--- src/hw/palette_pkg.sv ---
// shared constants and carriers for the palette lookup front end
package palette_pkg;
    localparam int PIX_W = 4;
    localparam int PTR_W = 5;
    localparam int HDATA_W = 5;
    localparam int NIB_W = 4;
    localparam int COLOR_W = 12;
    localparam int PAL_DEPTH = 16;
    localparam int OVL_COUNT = 3;
    localparam logic [PTR_W-1:0] PTR_RESET = 5'h00;
    localparam logic [PTR_W-1:0] PTR_OVL_BASE = 5'h10;
    localparam logic [PTR_W-1:0] PTR_OVL_LAST = 5'h12;
    localparam logic [PTR_W-1:0] PTR_ONE = 5'h01;
    localparam logic [COLOR_W-1:0] COLOR_RESET = 12'h000;
    localparam logic [NIB_W-1:0] BLANK_CODE = 4'h0;
    localparam logic [1:0] OVL_NONE = 2'h0;
    // sync pulse removes a 40 IRE step on green only
    localparam int SYNC_IRE = 40;

    typedef enum logic [2:0] {
        PH_RED = 3'b001,
        PH_GREEN = 3'b010,
        PH_BLUE = 3'b100
    } color_phase_e;

    typedef struct packed {
        logic [PIX_W-1:0] pixel_index;
        logic [1:0] overlay_choice;
        logic sync_n;
        logic blank_n;
    } pixel_in_s;

    typedef struct packed {
        logic [NIB_W-1:0] red;
        logic [NIB_W-1:0] green;
        logic [NIB_W-1:0] blue;
        logic blank_n;
        logic green_sync_on;
    } dac_out_s;

    typedef struct packed {
        logic cs_n;
        logic rd_n;
        logic wr_n;
        logic port_target_select;
        logic [HDATA_W-1:0] data;
    } host_in_s;
endpackage : palette_pkg

--- src/hw/sync2.sv ---
// two-stage synchroniser for a bundle of asynchronous levels
`timescale 1ns/1ps
module sync2 #(
    parameter int WIDTH = 1
) (
    // clock and reset
    input wire logic sys_clk,
    input wire logic reset_n,
    // levels
    input wire logic [WIDTH-1:0] async_in,
    output logic [WIDTH-1:0] sync_out
);
    logic [WIDTH-1:0] meta_q;
    logic [WIDTH-1:0] meta_d;
    logic [WIDTH-1:0] sync_q;
    logic [WIDTH-1:0] sync_d;

    if (WIDTH < 1) begin : g_bad_width
        $error("sync2 width must be positive");
    end

    always_comb begin
        meta_d = async_in;
        sync_d = meta_q;
    end

    // reset to all ones: every host strobe is idle high
    always_ff @(posedge sys_clk) begin
        if (!reset_n) begin
            meta_q <= '1;
            sync_q <= '1;
        end else begin
            meta_q <= meta_d;
            sync_q <= sync_d;
        end
    end

    assign sync_out = sync_q;
endmodule : sync2

--- src/hw/palette_lookup_front_end.sv ---
// palette lookup front end: pixel path and asynchronous host port
// What this block does
// - blank low forces all three converter codes to the blanking level
// - blank low makes the pixel and overlay inputs of that cycle ignored
// - sync low switches off the 40 IRE sync current on green only
// - pixel index, overlay choice, sync and blank captured together each edge
// - four-bit pixel index, bit 0 least significant, picks one of 16 entries
// - a nonzero overlay choice ignores the pixel index; bit 0 least significant
// - host reads and writes act only while device select is low
// - write data is captured when select or write strobe rises first
// - data bus is driven only while select and read strobe are both low
// - target select low reaches the pointer, high the addressed colour
// - host data moves over five bidirectional lines, bit 0 least significant
// - five-bit pointer: 00-0F palette, 10-12 overlay colours one to three
// - red, green, blue accesses; a blue write stores the 12-bit word, any blue access steps pointer
// - phase counter clears on a pointer write, not on a pointer read
// - overlay choice 00 uses the palette, 01-11 overlay colours one to three
`timescale 1ns/1ps
module palette_lookup_front_end
    import palette_pkg::*;
#(
    parameter int ENTRIES = PAL_DEPTH
) (
    // clock and reset
    input wire logic sys_clk,
    input wire logic reset_n,
    // pixel side, already synchronous to sys_clk
    input wire pixel_in_s pixel_in,
    // converter side
    output dac_out_s dac_out,
    // asynchronous host port
    input wire logic cs_n,
    input wire logic rd_n,
    input wire logic wr_n,
    input wire logic port_target_select,
    input wire logic [HDATA_W-1:0] host_data_bus_in,
    output logic [HDATA_W-1:0] host_data_bus_out,
    output logic host_data_bus_oe
);
    if (ENTRIES != PAL_DEPTH) begin : g_bad_depth
        $error("palette depth must be 16");
    end

    // ------------------------------------------------------------
    // host pin synchronisation
    // ------------------------------------------------------------
    host_in_s host_raw;
    host_in_s host_s;
    assign host_raw = '{cs_n: cs_n, rd_n: rd_n, wr_n: wr_n,
                        port_target_select: port_target_select,
                        data: host_data_bus_in};

    sync2 #(.WIDTH($bits(host_in_s))) u_host_sync (
        .sys_clk(sys_clk),
        .reset_n(reset_n),
        .async_in(host_raw),
        .sync_out(host_s)
    );

    // ------------------------------------------------------------
    // host access decode
    // ------------------------------------------------------------
    logic wr_act;
    logic rd_act;
    logic wr_act_q;
    logic rd_act_q;
    logic sel_q;
    logic [HDATA_W-1:0] wdata_q;
    logic wr_done;
    logic rd_done;
    logic [HDATA_W-1:0] wdata_d;
    logic sel_d;

    // rd and wr low together with select is undefined; write wins here
    assign wr_act = !host_s.cs_n && !host_s.wr_n;
    assign rd_act = !host_s.cs_n && !host_s.rd_n && host_s.wr_n;
    // the access completes when the active window closes: cs or its strobe (wr or rd) rising
    assign wr_done = wr_act_q && !wr_act;
    assign rd_done = rd_act_q && !rd_act;

    always_comb begin
        // data is sampled while the window is open so the last value before
        // the first rising edge is the one kept
        wdata_d = wr_act ? host_s.data : wdata_q;
        sel_d = (wr_act || rd_act) ? host_s.port_target_select : sel_q;
    end

    always_ff @(posedge sys_clk) begin
        if (!reset_n) begin
            wr_act_q <= 1'b0;
            rd_act_q <= 1'b0;
            wdata_q <= '0;
            sel_q <= 1'b0;
        end else begin
            wr_act_q <= wr_act;
            rd_act_q <= rd_act;
            wdata_q <= wdata_d;
            sel_q <= sel_d;
        end
    end

    // ------------------------------------------------------------
    // pointer, phase and colour storage
    // ------------------------------------------------------------
    logic [PTR_W-1:0] palette_pointer_q;
    logic [PTR_W-1:0] palette_pointer_d;
    color_phase_e color_phase_count_q;
    color_phase_e color_phase_count_d;
    logic [NIB_W-1:0] red_hold_q;
    logic [NIB_W-1:0] red_hold_d;
    logic [NIB_W-1:0] green_hold_q;
    logic [NIB_W-1:0] green_hold_d;
    logic [COLOR_W-1:0] palette_mem [PAL_DEPTH];
    logic [COLOR_W-1:0] overlay_q [OVL_COUNT];
    logic store_en;
    logic [COLOR_W-1:0] store_word;
    logic [COLOR_W-1:0] read_word;
    logic [1:0] ovl_slot;
    logic color_acc;

    assign color_acc = (wr_done || rd_done) && sel_q;
    assign store_en = wr_done && sel_q && (color_phase_count_q == PH_BLUE);
    assign store_word = {red_hold_q, green_hold_q, wdata_q[NIB_W-1:0]};
    assign ovl_slot = 2'(palette_pointer_q - PTR_OVL_BASE);

    always_comb begin
        read_word = COLOR_RESET;
        if (palette_pointer_q < PTR_OVL_BASE) begin
            read_word = palette_mem[palette_pointer_q[PIX_W-1:0]];
        end else if (palette_pointer_q <= PTR_OVL_LAST) begin
            read_word = overlay_q[ovl_slot];
        end
    end

    always_comb begin
        palette_pointer_d = palette_pointer_q;
        color_phase_count_d = color_phase_count_q;
        red_hold_d = red_hold_q;
        green_hold_d = green_hold_q;
        if (wr_done && !sel_q) begin
            palette_pointer_d = wdata_q;
            color_phase_count_d = PH_RED;
        end else if (color_acc) begin
            case (color_phase_count_q)
                PH_RED: begin
                    red_hold_d = wdata_q[NIB_W-1:0];
                    color_phase_count_d = PH_GREEN;
                end
                PH_GREEN: begin
                    green_hold_d = wdata_q[NIB_W-1:0];
                    color_phase_count_d = PH_BLUE;
                end
                PH_BLUE: begin
                    color_phase_count_d = PH_RED;
                    palette_pointer_d = palette_pointer_q + PTR_ONE;
                end
                default: begin
                    color_phase_count_d = PH_RED;
                end
            endcase
        end
    end

    // whole-word store in one sys_clk edge: the lookup sees old or new, never half
    always_ff @(posedge sys_clk) begin
        if (store_en && palette_pointer_q < PTR_OVL_BASE) begin
            palette_mem[palette_pointer_q[PIX_W-1:0]] <= store_word;
        end
    end

    always_ff @(posedge sys_clk) begin
        if (!reset_n) begin
            palette_pointer_q <= PTR_RESET;
            color_phase_count_q <= PH_RED;
            red_hold_q <= '0;
            green_hold_q <= '0;
            for (int i = 0; i < OVL_COUNT; i++) begin
                overlay_q[i] <= COLOR_RESET;
            end
        end else begin
            palette_pointer_q <= palette_pointer_d;
            color_phase_count_q <= color_phase_count_d;
            red_hold_q <= red_hold_d;
            green_hold_q <= green_hold_d;
            if (store_en && palette_pointer_q >= PTR_OVL_BASE
                && palette_pointer_q <= PTR_OVL_LAST) begin
                overlay_q[ovl_slot] <= store_word;
            end
        end
    end

    // ------------------------------------------------------------
    // host read data
    // ------------------------------------------------------------
    logic [HDATA_W-1:0] rdata_d;
    logic [HDATA_W-1:0] rdata_q;
    logic oe_d;
    logic oe_q;

    always_comb begin
        oe_d = rd_act;
        rdata_d = {HDATA_W{1'b0}};
        if (!host_s.port_target_select) begin
            rdata_d = palette_pointer_q;
        end else begin
            // top data line reads zero during colour reads
            case (color_phase_count_q)
                PH_RED: rdata_d = {1'b0, read_word[COLOR_W-1 -: NIB_W]};
                PH_GREEN: rdata_d = {1'b0, read_word[2*NIB_W-1 -: NIB_W]};
                PH_BLUE: rdata_d = {1'b0, read_word[NIB_W-1:0]};
                default: rdata_d = {HDATA_W{1'b0}};
            endcase
        end
    end

    always_ff @(posedge sys_clk) begin
        if (!reset_n) begin
            rdata_q <= '0;
            oe_q <= 1'b0;
        end else begin
            rdata_q <= rdata_d;
            oe_q <= oe_d;
        end
    end

    assign host_data_bus_out = rdata_q;
    assign host_data_bus_oe = oe_q;

    // ------------------------------------------------------------
    // pixel path: capture, lookup, output register
    // ------------------------------------------------------------
    pixel_in_s pix_q;
    pixel_in_s pix_d;
    dac_out_s dac_q;
    dac_out_s dac_d;
    logic [COLOR_W-1:0] color_sel;

    assign pix_d = pixel_in;

    always_comb begin
        if (pix_q.overlay_choice == OVL_NONE) begin
            color_sel = palette_mem[pix_q.pixel_index];
        end else begin
            color_sel = overlay_q[2'(pix_q.overlay_choice - 2'h1)];
        end
        dac_d.blank_n = pix_q.blank_n;
        dac_d.green_sync_on = pix_q.sync_n;
        if (!pix_q.blank_n) begin
            dac_d.red = BLANK_CODE;
            dac_d.green = BLANK_CODE;
            dac_d.blue = BLANK_CODE;
        end else begin
            dac_d.red = color_sel[COLOR_W-1 -: NIB_W];
            dac_d.green = color_sel[2*NIB_W-1 -: NIB_W];
            dac_d.blue = color_sel[NIB_W-1:0];
        end
    end

    always_ff @(posedge sys_clk) begin
        if (!reset_n) begin
            pix_q <= '{pixel_index: '0, overlay_choice: OVL_NONE, sync_n: 1'b1,
                       blank_n: 1'b0};
            dac_q <= '{red: BLANK_CODE, green: BLANK_CODE, blue: BLANK_CODE,
                       blank_n: 1'b0, green_sync_on: 1'b1};
        end else begin
            pix_q <= pix_d;
            dac_q <= dac_d;
        end
    end

    assign dac_out = dac_q;
endmodule : palette_lookup_front_end

--- config.mk ---
export PLATFORM = sky130hd
export DESIGN_NAME = palette_lookup_front_end
export DESIGN_NICKNAME = d
export VERILOG_FILES = /design/src/hw/palette_pkg.sv /design/src/hw/sync2.sv /design/src/hw/palette_lookup_front_end.sv
export SDC_FILE = /design/constraint.sdc
export NUM_CORES = 1
export LEC_CHECK = 0
export BUFFER_PORTS_ARGS = -buffer_cell sky130_fd_sc_hd__buf_4
export CAP_MARGIN = 30
export CORE_MARGIN = 5
export CORE_UTILIZATION = 49
export CTS_CLUSTER_SIZE = 25
export DETAILED_ROUTE_END_ITERATION = 8
export PLACE_DENSITY = 0.67
export SLEW_MARGIN = 20
export SYNTH_ARGS = -nofsm -noshare
export SYNTH_HDL_FRONTEND = slang
export SYNTH_SLANG_ARGS = --single-unit
--- constraint.sdc ---
create_clock -name sys_clk -period 2.9 [get_ports sys_clk]
set_clock_uncertainty 0.1 [all_clocks]
set_input_delay 0.725 -clock sys_clk [delete_from_list [all_inputs] [get_ports sys_clk]]
set_output_delay 0.725 -clock sys_clk [all_outputs]
set_load 0.02 [all_outputs]
# == After elaboration in Yosys (flattened, before gate mapping) ==
# Memory sizes are Yosys's and may differ from the RTL's. A register that Yosys moved wholly into a read port is not among the register bits.
# Index checks and enable logic that the tools add are counted.
# word_totals
mem_count,2
ram_bits,228
wordCells,82
inputBits,19
output_inout_bits,20
regBits,65
# op_classes
bitwise_logic,2
reduce_logical,29
order_cmp,3
muxes,21
n_eq_ne,3
add_sub_neg,3
# mem_list
memory,depth,word_bits,rd,rd_ports_with_merged_regs,write_ports,line,rtl
palette_mem,16,12,2,2,1,palette_lookup_front_end.sv:113,logic [COLOR_W-1:0] palette_mem [PAL_DEPTH];
overlay_q,3,12,2,0,3,palette_lookup_front_end.sv:114,logic [COLOR_W-1:0] overlay_q [OVL_COUNT];
# ops
operator,n
12-bit 2-to-1 mux,4
5-bit 2-to-1 mux,4
1-bit logical AND,12
4-bit 2-to-1 mux,3
4-bit one-hot mux with 3 select lines,1
12-bit OR reduction,1
1-bit 2-to-1 mux,7
1-bit logical NOT,6
3-bit one-hot mux with 2 select lines,1
3-bit AND reduction,2
"5-bit by 1-bit adder with 5-bit output, second input constant",1
"5-bit >= comparator, second input constant",1
"5-bit less-or-equal comparator, second input constant",1
"5-bit < comparator, second input constant",1
2-bit AND reduction,2
2-bit nonzero test,2
"2-bit by 1-bit subtractor with 2-bit output, second input constant",2
"3-bit by 1-bit equality test with 1-bit output, second input constant",1
"3-bit by 2-bit equality test with 1-bit output, second input constant",1
"3-bit equality test, second input constant",1
2-bit logical NOT,1
1-bit logical OR,2
2-bit 2-to-1 mux,1
1-bit inverter,2
2-bit OR reduction,1

# == Longest topological paths before layout ==
# Gate-level depths: netlist of run 1.
# logic_depth
word_depth,13
mapped_depth,9
mapped_depth_nobuf,5

# == By module ==
# Synthesis of run 1 repeated with hierarchy kept, for this count alone.
# hier_totals
hier_cells,851
hier_area_um2,13912.1
# by_module_without_submodules
mod,cells_per_inst,instances,area_per_inst_um2,seq_area_each_um2
palette_lookup_front_end,814,1,13425.4,8308.0
sync2,37,1,486.7,360.3

# == Worst setup path before layout of run 1 ==
# No wires, ideal clock.
# synth_path
path_type,register -> register
start,register palette_pointer_q[4]
end,"memory palette_mem[2][0], enable pin"
t_arrival_ns,2.178
n_path_buf,1
setup_time_ns,0.396
stages_incl_launch_ff,6
required_ns,2.404
setup_slack_ns,0.226
period_less_slack_ns,2.674
path_cell_list,dfxtp_1 buf_2 nor4b_2 and3_1 nand2_1 nor3_1
# synth_between
elab_chain_cells,4
# synth_rtl
item,line,rtl
start: declaration,palette_lookup_front_end.sv:105,logic [PTR_W-1:0] palette_pointer_q;
start signal: assignment,palette_lookup_front_end.sv:181,palette_pointer_q <= palette_pointer_d;
5-bit < comparator,palette_lookup_front_end.sv:166,if (store_en && palette_pointer_q < PTR_OVL_BASE) begin
1-bit logical AND,palette_lookup_front_end.sv:166,
1-bit 2-to-1 mux,palette_lookup_front_end.sv:166,
1-bit 2-to-1 mux (not written as such),palette_lookup_front_end.sv:167,palette_mem[palette_pointer_q[PIX_W-1:0]] <= store_word;
end: declaration,palette_lookup_front_end.sv:113,
# No other way between the ends.

==> run_results.csv, run 1 <==
group,metric,value,unit
outcome,status,"finished, final reports clean",
finish,drive_gt1_frac,0.316,
cts,clk_pin_slew,0.06,ns
finish,fillers,2159,
logic_synthesis,syn_nets,861,
logic_synthesis,synth_edf_count,240,
finish,antenna_cells,0,
cts,postCtsSetupBuffers,0,
cts,cts-buffers-inserted,34,
power_and_ir_drop,sw_frac_of_total,0.207,
logic_synthesis,yosys_warnings,0,
logic_synthesis,syn-instance-count,837,
floorplanning,io_pins,39,
sta,period_needed,2.71,ns
placed_design,postPlaceCellArea,0.0150,mm²
sta,rsz0062_at_grt,"false",
drt,drtAntennaViolNets,0,
sta,tightestPinTransition,0.969,ns
floorplanning,rows,61,
global_routing,grt_pass1_wl,53600,µm
drt,drt-vias-per-instance,6.26,
sta,fmax,369,MHz
power_and_ir_drop,p_seq_frac,0.514,
global_routing,grt_pass1_vias,8225,
cts,root_buffer,"clkbuf_16",
placed_design,gp_congestion,0.938,
drt,post_drt_wl_per_cell,27.3,µm
logic_synthesis,ys.flop_type,"edfxtp_1",
sta,holdWs,0.297,ns
critical_path,cp-start-kind,"flop",
global_routing,grt_max_degree,60,
finish,final_nets,942,
sta,slew_violations,0,
floorplanning,core_area,0.0280,mm²
finish,syn_to_final_growth,15.1,%
global_routing,antenna_found_initial,0,
drt,totalWireLength,36100,µm
sta,tns,0,ns
power_and_ir_drop,p_leak,5.49,nW
cts,ctsHoldBuffers,0,
sta,finalSetupViolCount,0,
power_and_ir_drop,total_power,9.45,mW
drt,vias,8276,
sta,slew_headroom,0.353,
power_and_ir_drop,combPwrFrac,0.043,
finish,layout_commonest_cell,"edfxtp_1",
logic_synthesis,syn_area,0.0140,mm²
logic_synthesis,postSynth.asyncResetShare,0,
cts,clkSinkCount,313,
cts,cts.path.max_buffers,3,
drt,drc,0,
finish,design_area,0.0161,mm²
placed_design,dp_hpwl,23700,µm
floorplanning,die-width,179,µm
power_and_ir_drop,p_per_area,587,mW/mm²
sta,hold_viol_final,0,
drt,drtPass1Iterations,5,
critical_path,cp_max_fo,24,
critical_path,worstPathArrival,2.99,ns
finish,final_util,0.575,
global_routing,grt_use_total,0.230,
logic_synthesis,ys_ff_latch,313,
power_and_ir_drop,clkPwrFrac,0.443,
critical_path,crit_type,"flop to flop",
power_and_ir_drop,intPower,7.49,mW
floorplanning,die_area,0.0320,mm²
finish,mostFrequentLayoutCells,"240 x edfxtp_1, 118 x mux4_2, 99 x buf_4, 68 x dfxtp_1, 43 x nand2_1",
power_and_ir_drop,ir_drop,418,µV
placed_design,numPortBuffers,38,
critical_path,cp.required,3.18,ns
global_routing,grt_overflow,0,
floorplanning,die_h,179,µm
drt,drt_iter0_drc,972,
logic_synthesis,yosysSeqAreaShare,0.620,
cts,cts_resized,0,
floorplanning,start_util,0.499,
logic_synthesis,yosysUniqueCellTypes,56,
logic_synthesis,syn_area_per_cell,16.7,µm²
critical_path,end_kind,"flop",
flow_run,drv_cap,0,
cts,cts_tree,"done",
sta,fin_crit_sh,0.934,
min_path,hp-class,"input port to flop",
power_and_ir_drop,power_switching,1.95,mW
cts,htree_levels,2,
cts,clkLatencyLatePin,0.51,ns
## sequential cells by signal, indices dropped and copies added (netlist names), 5 cells and up, named ones only
name / count
palette_mem: 192
u_host_sync.sync_out: 9
host_data_bus_out: 5
palette_pointer_q: 5
u_host_sync.meta_q: 9
overlay_q: 48
wdata_q: 5
dac_out: 14
## cells in the mapped netlist, types with 6 or more instances
cell        n  area share
edfxtp_1  240        0.52
mux4_2    118        0.19
dfxtp_1    73        0.10
nand2_1    43       0.012
and3_1     38       0.017
mux2i_1    33       0.024
nor2_1     31      0.0083
nand2b_1   29       0.013
buf_2      22      0.0079
clkbuf_1   22      0.0059
nand3_1    20      0.0072
o21ai_0    15      0.0054
a21boi_0   13      0.0070
nor2b_1    11      0.0049
a21oi_1    10      0.0036
mux2_2      9      0.0072
and2_1      8      0.0036
inv_1       7      0.0019
nor3_1      7      0.0025
a22oi_1     6      0.0032
## worst max-delay path, stage by stage (launching register included)
cell	delay, ns
dfxtp_2	0.89
buf_4	0.31
mux4_2	0.32
mux2i_1	0.30
o211ai_1	0.13
nor3_1	0.38
a31oi_1	0.15
## cells by family (layout without fill, tap and decap cells)
family          count (synthesis)  count (layout)  synth area share
flops                         313             313             0.620
simple gates                  212             212            0.0832
mux                           164             164             0.228
compound gates                 73              73            0.0369
buf+inv                        66             172            0.0246
fa+ha+maj                       5               5           0.00447
xor+xnor                        4               4           0.00251
## metal layers
metal | track usage | up-vias | part of all wire
met4 | 0.0694 | 0 | 0.030
li1 | - | 3539 | -
met5 | 0 | - | 0
met1 | 0.329 | 4263 | 0.41
met2 | 0.359 | 402 | 0.47
met3 | 0.0508 | 72 | 0.087
## layout make-up
type / count / area (µm²) / share of cell area
Clock buffer: 49 / 990 / 0.0615
Clock inverter: 12 / 87.6 / 0.00544
Inverter: 7 / 26.3 / 0.00163
Multi-Input combinational cell: 458 / 5000 / 0.311
Sequential cell: 313 / 8680 / 0.539
Tap cell: 378 / 473 / 0.0294
Timing Repair Buffer: 104 / 843 / 0.0524
## per-stage QoR
step                      worst slack, ns  std cells
after global routing                0.116       1321
after detailed placement            0.237       1260
after global placement              0.280       1260
after CTS                           0.228       1321
after floorplan                     0.226        837
final                               0.190       1321
## path summary, 6_finish.rpt
| kind | end | from | cells past startpoint | slack, ns |
|---|---|---|---|---|
| setup reg to reg | host_data_bus_out[2] | flop | 6 | 0.19 |
| hold / removal | u_host_sync.meta_q[8] | cs_n | 2 | 0.30 |
| hold reg to reg | u_host_sync.sync_out[3] | u_host_sync.meta_q[3] | 1 | 0.30 |
| setup / recovery | host_data_bus_out[2] | flop | 6 | 0.19 |
## power groups by stage
| stage | clock network, mW | logic, mW | registers [mW] |
|---|---|---|---|
| 3_5_place_dp | 0 | 0.405 | 4.96 |
| 3_3_place_gp | 0 | 0.404 | 4.95 |
| 2_1_floorplan | 0 | 0.267 | 4.94 |
| 5_1_grt | 4.44 | 0.429 | 4.86 |
| 4_1_cts | 4.23 | 0.408 | 4.86 |
| 6_report | 4.18 | 0.404 | 4.86 |
No activity file was read; power rests on OpenSTA's default activity.
==> run 2: changes to the inputs <==
--- a/config.mk
+++ b/config.mk
@@ -15,4 +15,5 @@
 export SLEW_MARGIN = 20
 export SYNTH_ARGS = -nofsm -noshare
 export SYNTH_HDL_FRONTEND = slang
+export SYNTH_HIERARCHICAL = 1
 export SYNTH_SLANG_ARGS = --single-unit
==> run 2 against run 1 <==
  * Synthesized area is 0.51% lower
  * Largest cell class unchanged
  * Critical path type unchanged
  * Sequential share of layout area grew 0.084 points
  * Global-route usage is 0.27 points higher
  * Largest power group unchanged
==> run_results.csv, run 2 <==
group,metric,value,unit
cts,ctsHoldBuffers,0,
finish,final_util,0.576,
sta,slew_headroom,0.361,
sta,tightestPinTransition,0.958,ns
sta,period_needed,2.43,ns
critical_path,path_common_cell,"mux4_2",
cts,clkLatencyLatePin,0.50,ns
logic_synthesis,syn_area,0.0139,mm²
global_routing,grt_overflow,0,
critical_path,cpPeakStageDelay,0.59,ns
cts,postCtsSetupBuffers,0,
drt,totalWireLength,36700,µm
logic_synthesis,yosys_warnings,6,
cts,cts_resized,0,
critical_path,crit_type,"flop to flop",
finish,syn_to_final_growth,15.6,%
sta,finalSetupViolCount,0,
drt,drt-vias-per-instance,6.37,
logic_synthesis,ys.flop_type,"edfxtp_1",
floorplanning,die_h,179,µm
finish,mostFrequentLayoutCells,"240 x edfxtp_1, 104 x mux4_2, 97 x buf_4, 68 x dfxtp_1",
power_and_ir_drop,p_per_area,589,mW/mm²
placed_design,numPortBuffers,38,
finish,layout_commonest_cell,"edfxtp_1",
drt,drc,0,
min_path,hp-class,"flop to flop",
cts,cts_tree,"done",
cts,htree_levels,2,
global_routing,grt_max_degree,49,
logic_synthesis,syn_area_per_cell,16.3,µm²
global_routing,antenna_found_initial,0,
floorplanning,rows,61,
floorplanning,start_util,0.498,
power_and_ir_drop,p_leak,5.45,nW
placed_design,placed_cells,1272,
critical_path,cp.required,3.19,ns
cts,clk_pin_slew,0.06,ns
placed_design,gp_congestion,0.932,
cts,root_buffer,"clkbuf_16",
logic_synthesis,yosysSeqAreaShare,0.623,
logic_synthesis,yosysUniqueCellTypes,52,
sta,rsz0062_at_grt,"false",
outcome,status,"finished, final reports clean",
drt,post_drt_wl_per_cell,27.5,µm
critical_path,end_kind,"flop",
power_and_ir_drop,ir_drop,346,µV
sta,slew_violations,0,
drt,drt_iter0_drc,1089,
power_and_ir_drop,total_power,9.46,mW
critical_path,slowest_stage,"mux4_2",
finish,final_nets,954,
floorplanning,die_area,0.0319,mm²
floorplanning,core_area,0.0279,mm²
critical_path,cp-start-kind,"flop",
drt,drtPass1Iterations,7,
flow_run,drv_cap,0,
global_routing,grt_use_total,0.233,
finish,final_cells,1334,
logic_synthesis,synth.most_common_cell,"edfxtp_1",
sta,fmax,412,MHz
critical_path,path_cells,"buf_4 -> mux4_2 -> mux4_2 -> a22o_1",
floorplanning,io_pins,39,
finish,fillers,2147,
drt,drtAntennaViolNets,0,
logic_synthesis,postSynth.asyncResetShare,0,
sta,tns,0,ns
global_routing,grt_pass1_vias,8384,
floorplanning,die-width,179,µm
logic_synthesis,synth_top_cell_by_area,"edfxtp_1",
sta,hold_viol_final,0,
logic_synthesis,syn_nets,875,
cts,cts.path.max_buffers,3,
sta,holdWs,0.301,ns
finish,drive_gt1_frac,0.293,
logic_synthesis,netlist_top_cells_count,"240 x edfxtp_1, 104 x mux4_2, 73 x dfxtp_1",
placed_design,dp_hpwl,24900,µm
cts,clkSinkCount,313,
logic_synthesis,synth_top_area_frac,0.518,
critical_path,worstPathArrival,2.72,ns
logic_synthesis,ys_ff_latch,313,
sta,fin_crit_sh,0.838,
logic_synthesis,synth_edf_count,240,
logic_synthesis,syn-instance-count,851,
finish,largest_reg_flops,192,
cts,cts-buffers-inserted,34,
global_routing,grt_pass1_wl,54300,µm
critical_path,cp_max_fo,13,
drt,vias,8492,
critical_path,r2r_slack,0.47,ns
logic_synthesis,ys_top_cells_by_area,"edfxtp_1 52%, mux4_2 17%, dfxtp_1 11%",
## run 2: final cells by class
| cell class | instances | area [µm²] | share of cell area |
|---|---|---|---|
| clock inverters | 15 | 150 | 0.00934 |
| inverters | 5 | 18.8 | 0.00117 |
| multi-input cells | 473 | 4960 | 0.309 |
| flip-flops and latches | 313 | 8680 | 0.540 |
| clock buffers | 46 | 941 | 0.0585 |
| well taps | 378 | 473 | 0.0294 |
| diodes | 1 | 2.50 | 0.000156 |
| repair buffers | 103 | 848 | 0.0528 |
## run 2: path summary, 6_finish.rpt
kind	from	endpoint	cells past startpoint
min	u_host_sync/meta_q[7]	u_host_sync/sync_out[7]	1
min reg2reg	u_host_sync/meta_q[7]	u_host_sync/sync_out[7]	1
max reg2reg	flop	dac_out[7]	4
max	flop	dac_out[7]	4
## run 2: metal layers
| layer | vias to the layer above | track usage | share of wire |
|---|---|---|---|
| met5 | - | 0 | 0 |
| met4 | 0 | 0.0761 | 0.033 |
| met3 | 73 | 0.0519 | 0.093 |
| met2 | 479 | 0.356 | 0.47 |
| met1 | 4333 | 0.336 | 0.41 |
| li1 | 3607 | - | - |
## run 2: report_power, final
part,switching [mW],internal [mW],leakage (nW)
logic,0.187,0.198,2.05
clock network,1.67,2.54,0.534
registers,0.0404,4.82,2.86
total,1.90,7.56,5.45
## run 2: critical path, delay by kind of cell (launching register included)
| family | cells | cell delay, ns |
|---|---|---|
| AOI/OAI and AO/OA | 1 | 0.28 |
| buffers and inverters | 1 | 0.28 |
| DFF | 1 | 0.50 |
| muxes | 2 | 1.14 |
## run 2: cell families (layout without fill, tap and decap cells)
| group | Yosys count | after routing | synth area share |
|---|---|---|---|
| DFF | 313 | 313 | 0.623 |
| and+or+nand+nor | 223 | 223 | 0.0892 |
| muxes | 158 | 158 | 0.219 |
| AOI/OAI and AO/OA | 84 | 84 | 0.0402 |
| buffers and inverters | 65 | 169 | 0.0224 |
| adders and majority gates | 5 | 5 | 0.00450 |
| xor gates and xnor gates | 3 | 3 | 0.00189 |
| other | 0 | 1 | 0 |
## run 2: stage by stage
step,setup slack (ns),area [µm²]
finish,0.470,16100
global route,0.396,16100
CTS,0.456,16100
detailed placement,0.453,15000
global placement,0.468,15000
floorplan,0.236,13900
==> run 3: changes to the inputs <==
--- a/config.mk
+++ b/config.mk
@@ -5,13 +5,14 @@
 export SDC_FILE = /design/constraint.sdc
 export NUM_CORES = 1
 export LEC_CHECK = 0
+export ABC_AREA = 1
 export BUFFER_PORTS_ARGS = -buffer_cell sky130_fd_sc_hd__buf_4
 export CAP_MARGIN = 30
 export CORE_MARGIN = 5
 export CORE_UTILIZATION = 49
 export CTS_CLUSTER_SIZE = 25
 export DETAILED_ROUTE_END_ITERATION = 8
-export PLACE_DENSITY = 0.67
+export PLACE_DENSITY = 0.64
 export SLEW_MARGIN = 20
 export SYNTH_ARGS = -nofsm -noshare
 export SYNTH_HDL_FRONTEND = slang
==> constraint.sdc (replaced) <==
create_clock -name sys_clk -period 2.3 [get_ports sys_clk]
set_clock_uncertainty 0.1 [all_clocks]
set_input_delay 0.575 -clock sys_clk [delete_from_list [all_inputs] [get_ports sys_clk]]
set_output_delay 0.575 -clock sys_clk [all_outputs]
set_load 0.02 [all_outputs]
==> run 3 against run 2 <==
  * Setup slack got worse by 0.32 ns
  * Core utilization fell by 0.24 points
  * Maximum frequency rose by 13%
  * Total power rose by 28%
  * First-iteration DRC count rose by 38%
  * Synthesized area rose by 3.7%
  * Final cell count rose by 51%
  * Largest power group unchanged
==> run_results.csv, run 3 <==
group,metric,value,unit
outcome,status,"finished, final reports clean",
power_and_ir_drop,p_leak,6.39,nW
sta,fmax,464,MHz
cts,htree_levels,2,
floorplanning,core_area,0.0289,mm²
floorplanning,start_util,0.500,
power_and_ir_drop,intPower,9.44,mW
logic_synthesis,yosys_warnings,6,
finish,syn_to_final_growth,14.6,%
cts,clkSinkCount,313,
logic_synthesis,syn-instance-count,1560,
sta,tns,0,ns
sta,period_needed,2.15,ns
finish,largest_reg_flops,192,
global_routing,grt_max_degree,88,
critical_path,end_kind,"flop",
drt,vias,12000,
cts,clkLatencyLatePin,0.51,ns
finish,mostFrequentLayoutCells,"288 x nand2_1, 240 x edfxtp_1, 215 x nand3_1, 184 x o21ai_0, 178 x nor2_1",
global_routing,grt_overflow,0,
power_and_ir_drop,p_seq_frac,0.506,
placed_design,dp_hpwl,28900,µm
drt,drtPass1Iterations,6,
logic_synthesis,syn_nets,1584,
logic_synthesis,synth_edf_count,240,
sta,fin_crit_sh,0.937,
logic_synthesis,postSynth.asyncResetShare,0,
critical_path,cp-start-kind,"flop",
critical_path,path_common_cell,"nand3_1",
finish,fillers,2529,
finish,final_nets,1631,
power_and_ir_drop,clkPwrFrac,0.441,
critical_path,cpPeakStageDelay,0.42,ns
cts,cts-buffers-inserted,35,
critical_path,path_cells,"inv_2 -> buf_4 -> o21ai_0 -> o221ai_1 -> o211ai_1 -> nand3_1 -> nand3_1 -> inv_1",
cts,clk_pin_slew,0.06,ns
global_routing,grt_pass1_vias,11300,
flow_run,drv_cap,0,
power_and_ir_drop,p_per_area,732,mW/mm²
logic_synthesis,yosysSeqAreaShare,0.601,
drt,post_drt_wl_per_cell,21.8,µm
power_and_ir_drop,power_switching,2.65,mW
sta,slew_violations,0,
finish,drive_gt1_frac,0.115,
global_routing,grt_use_total,0.260,
placed_design,numPortBuffers,38,
drt,drt_iter0_drc,1508,
placed_design,dpl_worst_slack,0.0724,ns
logic_synthesis,syn_area_per_cell,9.25,µm²
floorplanning,rows,62,
sta,rsz0062_at_grt,"false",
logic_synthesis,netlist_top_cells_count,"288 x nand2_1, 240 x edfxtp_1, 215 x nand3_1",
logic_synthesis,ys.flop_type,"edfxtp_1",
cts,postCtsSetupBuffers,0,
finish,layout_commonest_cell,"nand2_1",
power_and_ir_drop,sw_frac_of_total,0.219,
floorplanning,die_area,0.0330,mm²
sta,slew_headroom,0.522,
min_path,hp-class,"input port to flop",
placed_design,gp_congestion,0.912,
placed_design,placed_cells,1954,
logic_synthesis,syn_area,0.0144,mm²
power_and_ir_drop,combPwrFrac,0.052,
sta,setup_ws,0.146,ns
power_and_ir_drop,ir_drop,425,µV
critical_path,slowest_stage,"inv_2",
logic_synthesis,synth_top_cell_by_area,"edfxtp_1",
cts,cts_tree,"done",
logic_synthesis,synth_top_area_frac,0.499,
finish,final_util,0.573,
global_routing,grt_pass1_wl,66800,µm
sta,holdWs,0.132,ns
floorplanning,io_pins,39,
logic_synthesis,ys_ff_latch,313,
drt,drc,0,
drt,drt-vias-per-instance,5.97,
sta,tightestPinTransition,0.712,ns
floorplanning,die_h,182,µm
sta,finalSetupViolCount,0,
floorplanning,die-width,182,µm
logic_synthesis,ys_top_cells_by_area,"edfxtp_1 50%, dfxtp_1 10%, nand2_1 7.5%",
logic_synthesis,synth.most_common_cell,"nand2_1",
cts,root_buffer,"clkbuf_16",
finish,antenna_cells,0,
critical_path,cp.required,2.64,ns
cts,cts.path.max_buffers,3,
finish,final_cells,2016,
global_routing,antenna_found_initial,0,
critical_path,crit_type,"flop to flop",
critical_path,cp_max_fo,32,
drt,drtAntennaViolNets,0,
drt,totalWireLength,44000,µm
sta,hold_viol_final,0,
critical_path,worstPathArrival,2.50,ns
logic_synthesis,yosysUniqueCellTypes,31,
-- run 3: cell count changes in the layout (fill, tap and decap cells not counted), moves of 37 or more --
cell / change
mux4_2: -104
nor2_1: +150
and3_1: -37
nand2_1: +251
a21oi_1: +44
inv_1: +100
nand3_1: +191
o21ai_0: +170
-- run 3: layout make-up --
| type | count | area [µm²] | share of cell area |
|---|---|---|---|
| timing repair buffer | 117 | 1000 | 0.0607 |
| multi-input combinational | 1028 | 4870 | 0.295 |
| inverter | 112 | 420 | 0.0254 |
| sequential | 313 | 8680 | 0.525 |
| clock buffer | 54 | 1010 | 0.0611 |
| clock inverter | 8 | 76.3 | 0.00461 |
| tap | 384 | 480 | 0.0291 |
-- run 3: stage by stage --
stage          instance area, µm²  power [mW]
2_1_floorplan               14400        6.61
3_3_place_gp                15400        6.86
3_5_place_dp                15400        6.86
6_report                    16500        12.1
5_1_grt                     16500        12.5
4_1_cts                     16500        12.1
-- run 3: cell families after synthesis --
| group | Yosys count | synth area share |
|---|---|---|
| AND/OR/NAND/NOR | 694 | 0.205 |
| AO/OA/AOI/OAI | 327 | 0.127 |
| flip-flops | 313 | 0.601 |
| buffers and inverters | 219 | 0.0617 |
| adder cells (fa/ha/maj) | 5 | 0.00434 |
| XOR/XNOR | 2 | 0.00121 |
-- run 3: final timing paths --
check	startpoint	to	slack (ns)	cells after the start
worst max register to register	flop	dac_out[2]	0.15	8
worst min-delay path	host_data_bus_in[0]	u_host_sync/meta_q[0]	0.13	3
worst max-delay path	flop	dac_out[2]	0.15	8
worst min register to register	u_host_sync/meta_q[5]	u_host_sync/sync_out[5]	0.30	2
-- run 3: layer usage --
| metal | vias up | track usage | routed length, µm |
|---|---|---|---|
| li1 | 5495 | - | - |
| met1 | 5686 | 0.362 | 17900 |
| met2 | 719 | 0.406 | 20000 |
| met3 | 130 | 0.0488 | 4220 |
| met4 | 0 | 0.0988 | 1880 |
| met5 | - | 0 | 0 |
-- run 3: critical path, delay by kind of cell (launching register included) --
| kind | cells | cell delay (ns) |
|---|---|---|
| buffers and inverters | 3 | 0.88 |
| AO/OA/AOI/OAI | 3 | 0.52 |
| flip-flops | 1 | 0.34 |
| AND/OR/NAND/NOR | 2 | 0.24 |
-- run 3: power by group through the flow --
stage	registers [mW]	logic, mW	clock network [mW]
after CTS	6.12	0.623	5.39
after global placement	6.24	0.614	0
after floorplan	6.25	0.363	0
final	6.12	0.634	5.34
after global routing	6.13	0.688	5.64
after detailed placement	6.24	0.620	0
-- run 3: repair_timing --
item                                    CTS  global route
endpoints found under the setup margin    0            88
gates resized for setup                   0             2
endpoints found under the hold margin     0             0
hold buffers                              0             0
